### config.mk
export PLATFORM = sky130hd
export DESIGN_NAME = mvwf_regs
export DESIGN_NICKNAME = d
export VERILOG_FILES = /design/src/mvwf_pkg.sv /design/src/mvwf_regs.sv /design/src/mvwf_wake_filter.sv
export VERILOG_INCLUDE_DIRS = /design/src /design/src/src
export SDC_FILE = /design/constraint.sdc
export NUM_CORES = 1
export LEC_CHECK = 0
export BUFFER_PORTS_ARGS = -buffer_cell sky130_fd_sc_hd__buf_2
export CORE_MARGIN = 2
export CORE_UTILIZATION = 55
export CTS_CLUSTER_SIZE = 14
export DETAILED_ROUTE_END_ITERATION = 10
export GPL_ROUTABILITY_DRIVEN = 0
export PLACE_DENSITY_LB_ADDON = 0.08
export SLEW_MARGIN = 20
export SYNTH_ARGS = -nofsm -noshare
export SYNTH_HDL_FRONTEND = slang
export SYNTH_SLANG_ARGS = --single-unit
### constraint.sdc
create_clock -name clk_i -period 3.75 [get_ports clk_i]
set_clock_uncertainty 0.15 [all_clocks]
set_input_delay 0.5625 -clock clk_i [delete_from_list [all_inputs] [get_ports clk_i]]
set_output_delay 0.5625 -clock clk_i [all_outputs]
set_load 0.01 [all_outputs]
### src/mvwf_params.svh
`ifndef MVWF_PARAMS_SVH
`define MVWF_PARAMS_SVH

// register offsets (index form)
`define MVWF_OFS_FLOW         4'h8
`define MVWF_OFS_VLAN_ONE     4'h9
`define MVWF_OFS_VLAN_TWO     4'ha
`define MVWF_OFS_WAKE_PORT    4'hb
`define MVWF_OFS_FRAME_STAT   4'he

// reset values
`define MVWF_RST_VLAN         16'h0000
`define MVWF_RST_WORD         32'h0000_0000

// field positions
`define MVWF_BUSY_BIT         0
`define MVWF_STAT_VLAN_TAG_ONE_BIT   0
`define MVWF_STAT_VLAN_TAG_TWO_BIT   1
`define MVWF_STAT_LONG_BIT    2

// frame geometry
`define MVWF_TAG_BYTE_HI      11'h00c
`define MVWF_TAG_BYTE_LO      11'h00d
`define MVWF_MAX_LEN_PLAIN    11'h5ee
`define MVWF_MAX_LEN_VLAN     11'h5f2

// wake filter depth
`define MVWF_FILTER_WORDS     8

`endif

### src/mvwf_pkg.sv
`include "mvwf_params.svh"

package mvwf_pkg;
    typedef logic [3:0]  mvwf_addr_type;
    typedef logic [31:0] mvwf_word_type;
    typedef logic [2:0]  mvwf_ptr_type;
    typedef enum logic [1:0] {
        MVWF_BUSY_IDLE  = 2'b00,
        MVWF_BUSY_PAUSE = 2'b01,
        MVWF_BUSY_BP    = 2'b10
    } mvwf_busy_state_type;
endpackage : mvwf_pkg

### src/mvwf_regs.sv
// What this block does
// - busy flag high for a pause frame or for back pressure, one at a time; a pause start during back pressure is ignored.
// - busy flag clears by itself once pause frame transmission completes.
// - first vlan tag id compared with received bytes 13 and 14.
// - second vlan tag id compared with received bytes 13 and 14.
// - tagged frames may be 1522 bytes long, others 1518.
// - first wake port write after reset loads word zero; pointer steps per wake port write.
// - after eighth word the pointer wraps back to word zero.
// - wake filter port is write only.
`include "mvwf_params.svh"

module mvwf_regs (
    // clock and reset
    input  wire logic                   clk_i,
    input  wire logic                   rst_b_i,
    // register port
    input  wire mvwf_pkg::mvwf_addr_type addr_i,
    input  wire mvwf_pkg::mvwf_word_type wdata_i,
    input  wire logic                   wr_i,
    input  wire logic                   rd_i,
    output mvwf_pkg::mvwf_word_type     rdata_o,
    // flow control engine
    input  wire logic                   pause_start_i,
    input  wire logic                   pause_done_i,
    input  wire logic                   backpressure_i,
    output logic                        pause_tx_busy_flag_o,
    // receive byte stream
    input  wire logic                   rx_sof_i,
    input  wire logic                   rx_valid_i,
    input  wire logic [7:0]             rx_byte_i,
    input  wire logic                   rx_eof_i,
    output logic                        rx_vlan_tag_one_o,
    output logic                        rx_vlan_tag_two_o,
    output logic                        rx_too_long_o,
    output logic                        rx_frame_done_o,
    // wake filter contents
    output logic [`MVWF_FILTER_WORDS*32-1:0] wake_filter_word_o
);
    import mvwf_pkg::*;

    mvwf_busy_state_type busy_ff;
    logic [15:0]         first_vlan_tag_id_ff;
    logic [15:0]         second_vlan_tag_id_ff;
    logic [10:0]         rx_count_ff;
    logic [7:0]          tag_hi_ff;
    logic                hit1_ff;
    logic                hit2_ff;
    logic                long_ff;
    logic [2:0]          last_stat_ff;
    logic                wake_load;
    mvwf_ptr_type        wake_ptr;
    logic [15:0]         nxt_tag;
    logic [10:0]         nxt_len;
    logic [10:0]         max_len;
    mvwf_word_type       nxt_rdata;

    // busy flag: pause start to pause done, or level back pressure
    always_ff @(posedge clk_i or negedge rst_b_i) begin
        if (!rst_b_i) begin
            busy_ff <= MVWF_BUSY_IDLE;
        end else begin
            case (busy_ff)
                MVWF_BUSY_IDLE: begin
                    if (pause_start_i) begin
                        busy_ff <= MVWF_BUSY_PAUSE;
                    end else if (backpressure_i) begin
                        busy_ff <= MVWF_BUSY_BP;
                    end
                end
                MVWF_BUSY_PAUSE: begin
                    if (pause_done_i) begin
                        busy_ff <= MVWF_BUSY_IDLE;
                    end
                end
                MVWF_BUSY_BP: begin
                    if (!backpressure_i) begin
                        busy_ff <= MVWF_BUSY_IDLE;
                    end
                end
                default: begin
                    busy_ff <= MVWF_BUSY_IDLE;
                end
            endcase
        end
    end

    always_ff @(posedge clk_i or negedge rst_b_i) begin
        if (!rst_b_i) begin
            pause_tx_busy_flag_o <= 1'b0;
        end else begin
            pause_tx_busy_flag_o <= (busy_ff != MVWF_BUSY_IDLE);
        end
    end

    // tag registers; upper bits are reserved and dropped
    // flow control writes are ignored: the busy flag belongs to hardware
    always_ff @(posedge clk_i or negedge rst_b_i) begin
        if (!rst_b_i) begin
            first_vlan_tag_id_ff  <= `MVWF_RST_VLAN;
            second_vlan_tag_id_ff <= `MVWF_RST_VLAN;
        end else if (wr_i) begin
            if (addr_i == `MVWF_OFS_VLAN_ONE) begin
                first_vlan_tag_id_ff <= wdata_i[15:0];
            end else if (addr_i == `MVWF_OFS_VLAN_TWO) begin
                second_vlan_tag_id_ff <= wdata_i[15:0];
            end
        end
    end

    // receive tag compare and length check
    assign nxt_tag = {tag_hi_ff, rx_byte_i};
    assign max_len = (hit1_ff || hit2_ff) ? `MVWF_MAX_LEN_VLAN : `MVWF_MAX_LEN_PLAIN;
    assign nxt_len = rx_sof_i ? 11'h001 : rx_count_ff + 11'h001;

    // byte count; the sof byte counts as one
    // count saturates so giant frames never wrap back to legal
    always_ff @(posedge clk_i or negedge rst_b_i) begin
        if (!rst_b_i) begin
            rx_count_ff <= 11'h000;
        end else if (rx_valid_i && (rx_count_ff != 11'h7ff || rx_sof_i)) begin
            rx_count_ff <= nxt_len;
        end
    end

    // count equals the zero-based position of the arriving byte
    always_ff @(posedge clk_i or negedge rst_b_i) begin
        if (!rst_b_i) begin
            tag_hi_ff <= 8'h00;
        end else if (rx_valid_i && !rx_sof_i && rx_count_ff == `MVWF_TAG_BYTE_HI) begin
            tag_hi_ff <= rx_byte_i;
        end
    end

    // tag hits cleared at frame start, judged on the low tag byte
    always_ff @(posedge clk_i or negedge rst_b_i) begin
        if (!rst_b_i) begin
            hit1_ff <= 1'b0;
            hit2_ff <= 1'b0;
        end else if (rx_valid_i && rx_sof_i) begin
            hit1_ff <= 1'b0;
            hit2_ff <= 1'b0;
        end else if (rx_valid_i && rx_count_ff == `MVWF_TAG_BYTE_LO) begin
            hit1_ff <= (nxt_tag == first_vlan_tag_id_ff);
            hit2_ff <= (nxt_tag == second_vlan_tag_id_ff);
        end
    end

    // any byte beyond the limit marks the frame too long
    always_ff @(posedge clk_i or negedge rst_b_i) begin
        if (!rst_b_i) begin
            long_ff <= 1'b0;
        end else if (rx_valid_i && rx_sof_i) begin
            long_ff <= 1'b0;
        end else if (rx_valid_i && rx_count_ff >= max_len) begin
            long_ff <= 1'b1;
        end
    end

    // frame result, held until the next frame ends
    always_ff @(posedge clk_i or negedge rst_b_i) begin
        if (!rst_b_i) begin
            rx_vlan_tag_one_o    <= 1'b0;
            rx_vlan_tag_two_o    <= 1'b0;
            rx_too_long_o <= 1'b0;
            last_stat_ff  <= 3'h0;
        end else if (rx_eof_i) begin
            rx_vlan_tag_one_o    <= hit1_ff;
            rx_vlan_tag_two_o    <= hit2_ff;
            rx_too_long_o <= long_ff;
            last_stat_ff  <= {long_ff, hit2_ff, hit1_ff};
        end
    end

    // done pulse follows the end marker by one cycle
    always_ff @(posedge clk_i or negedge rst_b_i) begin
        if (!rst_b_i) begin
            rx_frame_done_o <= 1'b0;
        end else begin
            rx_frame_done_o <= rx_eof_i;
        end
    end

    // wake filter loads on writes only; reads never step the pointer
    assign wake_load = wr_i && (addr_i == `MVWF_OFS_WAKE_PORT);

    mvwf_wake_filter u_wake (
        .clk_i       (clk_i),
        .rst_b_i     (rst_b_i),
        .load_i      (wake_load),
        .load_data_i (wdata_i),
        .words_o     (wake_filter_word_o),
        .ptr_o       (wake_ptr)
    );

    // read mux; the wake port and unmapped indices read as zero
    always_comb begin
        nxt_rdata = 32'h0000_0000;
        if (!rd_i) begin
            nxt_rdata = 32'h0000_0000;
        end else if (addr_i == `MVWF_OFS_FLOW) begin
            nxt_rdata = {31'h0000_0000, pause_tx_busy_flag_o};
        end else if (addr_i == `MVWF_OFS_VLAN_ONE) begin
            nxt_rdata = {16'h0000, first_vlan_tag_id_ff};
        end else if (addr_i == `MVWF_OFS_VLAN_TWO) begin
            nxt_rdata = {16'h0000, second_vlan_tag_id_ff};
        end else if (addr_i == `MVWF_OFS_FRAME_STAT) begin
            nxt_rdata = {26'h000_0000, wake_ptr, last_stat_ff};
        end else if (addr_i == `MVWF_OFS_WAKE_PORT) begin
            nxt_rdata = 32'h0000_0000;
        end else begin
            nxt_rdata = 32'h0000_0000;
        end
    end

    // read data stands one cycle after the strobe, zero otherwise
    always_ff @(posedge clk_i or negedge rst_b_i) begin
        if (!rst_b_i) begin
            rdata_o <= 32'h0000_0000;
        end else begin
            rdata_o <= nxt_rdata;
        end
    end
endmodule : mvwf_regs

### src/mvwf_wake_filter.sv
`include "mvwf_params.svh"

module mvwf_wake_filter (
    // clock and reset
    input  wire logic                  clk_i,
    input  wire logic                  rst_b_i,
    // load port
    input  wire logic                  load_i,
    input  wire mvwf_pkg::mvwf_word_type load_data_i,
    // filter contents
    output logic [`MVWF_FILTER_WORDS*32-1:0] words_o,
    output mvwf_pkg::mvwf_ptr_type     ptr_o
);
    import mvwf_pkg::*;

    mvwf_ptr_type ptr_ff;

    // 3-bit pointer wraps 7 -> 0 by itself
    always_ff @(posedge clk_i or negedge rst_b_i) begin
        if (!rst_b_i) begin
            ptr_ff <= 3'h0;
        end else if (load_i) begin
            ptr_ff <= ptr_ff + 3'h1;
        end
    end

    genvar gi;
    generate
        for (gi = 0; gi < `MVWF_FILTER_WORDS; gi++) begin : g_word
            always_ff @(posedge clk_i or negedge rst_b_i) begin
                if (!rst_b_i) begin
                    words_o[gi*32 +: 32] <= `MVWF_RST_WORD;
                end else if (load_i && ptr_ff == 3'(gi)) begin
                    words_o[gi*32 +: 32] <= load_data_i;
                end
            end
        end
    endgenerate

    assign ptr_o = ptr_ff;
endmodule : mvwf_wake_filter

==> impl_metrics.py <==
metrics = {
    "setup_path": {
        "crit_family": "flip-flops",
        "r2r_start": "u_wake.ptr_o[2]",
        "crit_type": "reg -> reg",
        "worst-path-max-fanout": 21,
        "worstSetupStartpointType": "flop",
        "rr_endpoint": "u_wake.words_o[121]",
        "required_ns": 4.00,
        "max_stage_delay_ns": 0.59,
        "crit_buf_inv": 2,
        "arrival_ns": 2.75,
        "rrSetupSlack_ns": 1.25,
        "cp-end-kind": "flop",
        "crit_chain": "inv_1 -> ha_1 -> nand2_2 -> buf_4 -> mux2_2",
        "cp_slowest_cell": "dfrtp_1",
        "reg2regPathDepth": 5,
        "startpoint": "u_wake.ptr_o[2]",
    },
    "timing": {
        "fin_hold_ws_ns": 0.06799,
        "hold_viol_final": 0,
        "timing.final.max_slew_violations": 0,
        "fin_setup_tns_ns": 0,
        "finalSetupViolations": 0,
        "fin_ws_ns": 1.246,
        "worst_pin_slew_ns": 0.8227,
        "max_freq_mhz": 399.3,
        "rsz0062_at_grt": "no",
        "final.min_clock_period_ns": 2.504,
        "max_slew_margin_pct": 45.02,
        "period_share_pct": 66.78,
    },
    "placed_design": {
        "dp_slack_ns": 0.9288,
        "port_buffers": 330,
        "placed_cell_area_sq_um": 15890,
        "hpwl_microns": 22930,
    },
    "finish": {
        "areaGrowthSynthToFinish_pct": 22.00,
        "antenna_cells": 0,
        "drive_above_1_share_pct": 55.95,
        "fill_cells": 1890,
        "multiInputGateArea_sq_um": 5229,
        "fin_util_pct": 68.12,
        "fin_area_sq_um": 17100,
        "fin_nets": 1312,
        "regArea_sq_um": 8408,
    },
    "floorplanning": {
        "die_y_microns": 163.7,
        "rows": 58,
        "die_area_sq_um": 26780,
        "die_w_microns": 163.7,
        "start_util_pct": 55.84,
        "io_pins": 347,
        "core_sq_um": 25110,
    },
    "drt": {
        "ant_nets": 0,
        "wl_microns": 33730,
        "drc": 0,
        "routed-via-count": 8709,
        "drt_iter0_markers": 462,
        "dr.pass1.iters": 4,
        "viasPerCell": 5.447,
        "wl_per_cell_microns": 21.10,
    },
    "cts": {
        "cts_sinks": 336,
        "cts_htree_levels": 2,
        "ctsResizeCount": 0,
        "cts_buffers": 37,
        "tritoncts": "built",
        "clk_pin_slew_ns": 0.06,
        "clock_path_buffers": 3,
        "insertion_delay_ns": 0.52,
        "clock-root-buffer": "clkbuf_16",
    },
    "global_route": {
        "grt_max_degree": 82,
        "grt_first_pass_wirelength_microns": 52000,
        "grt_usage_pct": 25.40,
        "grt_antenna_before_repair": 0,
        "grt_pass1_vias": 8779,
        "overflow": 0,
    },
    "logic_synthesis": {
        "synth_area_per_cell_sq_um": 15.32,
        "ys.flop_type": "dfrtp_1",
        "yosys.area_share.adder_pct": 1.160,
        "syn-cell-area_sq_um": 14020,
        "yosysMostFrequentCell": "dfrtp_1",
        "syn_inst": 915,
        "yosys.area_share.simple_pct": 4.052,
        "yosys-mux-area-fraction_pct": 26.50,
        "ys.warnings.count": 0,
        "async_flop_share_pct": 100.0,
        "netlist_top_cells_area": "dfrtp_1 60%, mux2_2 17%, mux2_4 9.6%",
        "synthXorXnorAreaFrac_pct": 2.124,
        "yosysTopAreaCell": "dfrtp_1",
        "synth_compound_area_share_pct": 2.927,
        "synth_top_area_share_pct": 59.97,
        "synth_commonest_cells": "336 x dfrtp_1, 207 x mux2_2, 90 x mux2_4, 32 x xor2_1, 19 x buf_4",
        "ys_seq_area_share_pct": 59.97,
        "ys_ff_latch": 336,
        "synth_top_family_by_area": "multiplexers",
        "synth_edf_count": 0,
        "synth.distinct_cells": 54,
    },
    "power": {
        "leakage_nw": 9.566,
        "power_per_cell_area_nw_per_um2": 614.5,
        "ir_drop_uv": 464.8,
    },
    "min_path": {
        "holdPathEnd": "rx_frame_done_o",
        "hp-start": "rx_eof_i",
        "hold_depth": 1,
        "hp-class": "in -> reg",
    },
    "run": {
        "cap_violations": 0,
    },
    "outcome": {
        "outcome": "finished, final reports clean",
    },
}
layout by cell type, fill, tap and decap left out, types with 3 or more instances in the layout:
master	instances
dfrtp_1	336
buf_2	329
mux2_2	207
mux2_4	90
clkbuf_16	38
xor2_1	32
nor2_1	17
conb_1	16
nand2_1	15
a21oi_1	14
ha_1	13
o21ai_0	12
clkbuf_1	11
a22oi_1	10
nand3_1	10
buf_4	10
nand4_1	8
nor4_1	8
clkbuf_8	8
inv_1	7
a31oi_1	6
nand2b_1	5
nor2b_1	4
o211a_1	4
nand3_2	4
buf_12	4
a211oi_1	3
nand3_4	3
nand2_2	3
and4_1	3
cells by family after synthesis:
family	Yosys count
xor+xnor	34
other cells	1
flops	336
fa+ha+maj	13
buf+inv	76
mux	300
simple gates	94
compound gates	61
repair_timing:
action,in CTS,in global routing
hold endpoints to repair,77,0
hold buffers,1,0
buffers inserted,0,0
setup endpoints to repair,0,0
metal layers:
metal / GRT usage (%) / up-vias / wire length (microns)
met3: 7.339 / 60 / 2673
met1: 34.86 / 4452 / 14460
met4: 7.735 / 0 / 896
li1: - / 3879 / -
met5: 0 / - / 0
met2: 39.48 / 318 / 15710
area by class of cell:
type | instances | share of cell area, %
clock buffer | 57 | 6.445
sequential | 336 | 49.16
inverter | 7 | 0.1536
tap | 330 | 2.414
clock inverter | 6 | 0.5779
timing repair buffer | 345 | 10.68
multi-input combinational | 518 | 30.57
flip-flops by register name, indices dropped and copies added, names as in the netlist, 2 cells and up:
name                   flops
rdata_o                   16
first_vlan_tag_id_ff      16
last_stat_ff               2
tag_hi_ff                  8
busy_ff                    2
second_vlan_tag_id_ff     16
u_wake.ptr_o               3
rx_count_ff               11
u_wake.words_o           256
power breakdown:
part	leakage, nW	internal, mW	total [mW]	switching (mW)
Combinational	4.45	1.11	2.17	1.06
Sequential	4.53	4.32	4.76	0.435
Clock	0.587	2.16	3.58	1.42
Total	9.57	7.59	10.5	2.92
metrics by stage:
step,std cells,power (mW)
floorplan,930,5.963
global placement,1535,6.934
detailed placement,1535,6.996
CTS,1599,10.61
global route,1599,11.00
finish,1599,10.51
worst max path at each step:
stage,end,slack [ns],cells after the start
after floorplan,rx_count_ff[6],1.82,7
after global routing,u_wake.words_o[118],1.13,5
final,u_wake.words_o[121],1.25,5
after global placement,u_wake.words_o[10],0.97,6
after CTS,u_wake.words_o[121],1.21,5
after detailed placement,u_wake.words_o[3],0.93,6
(Power assumes the default switching activity.)
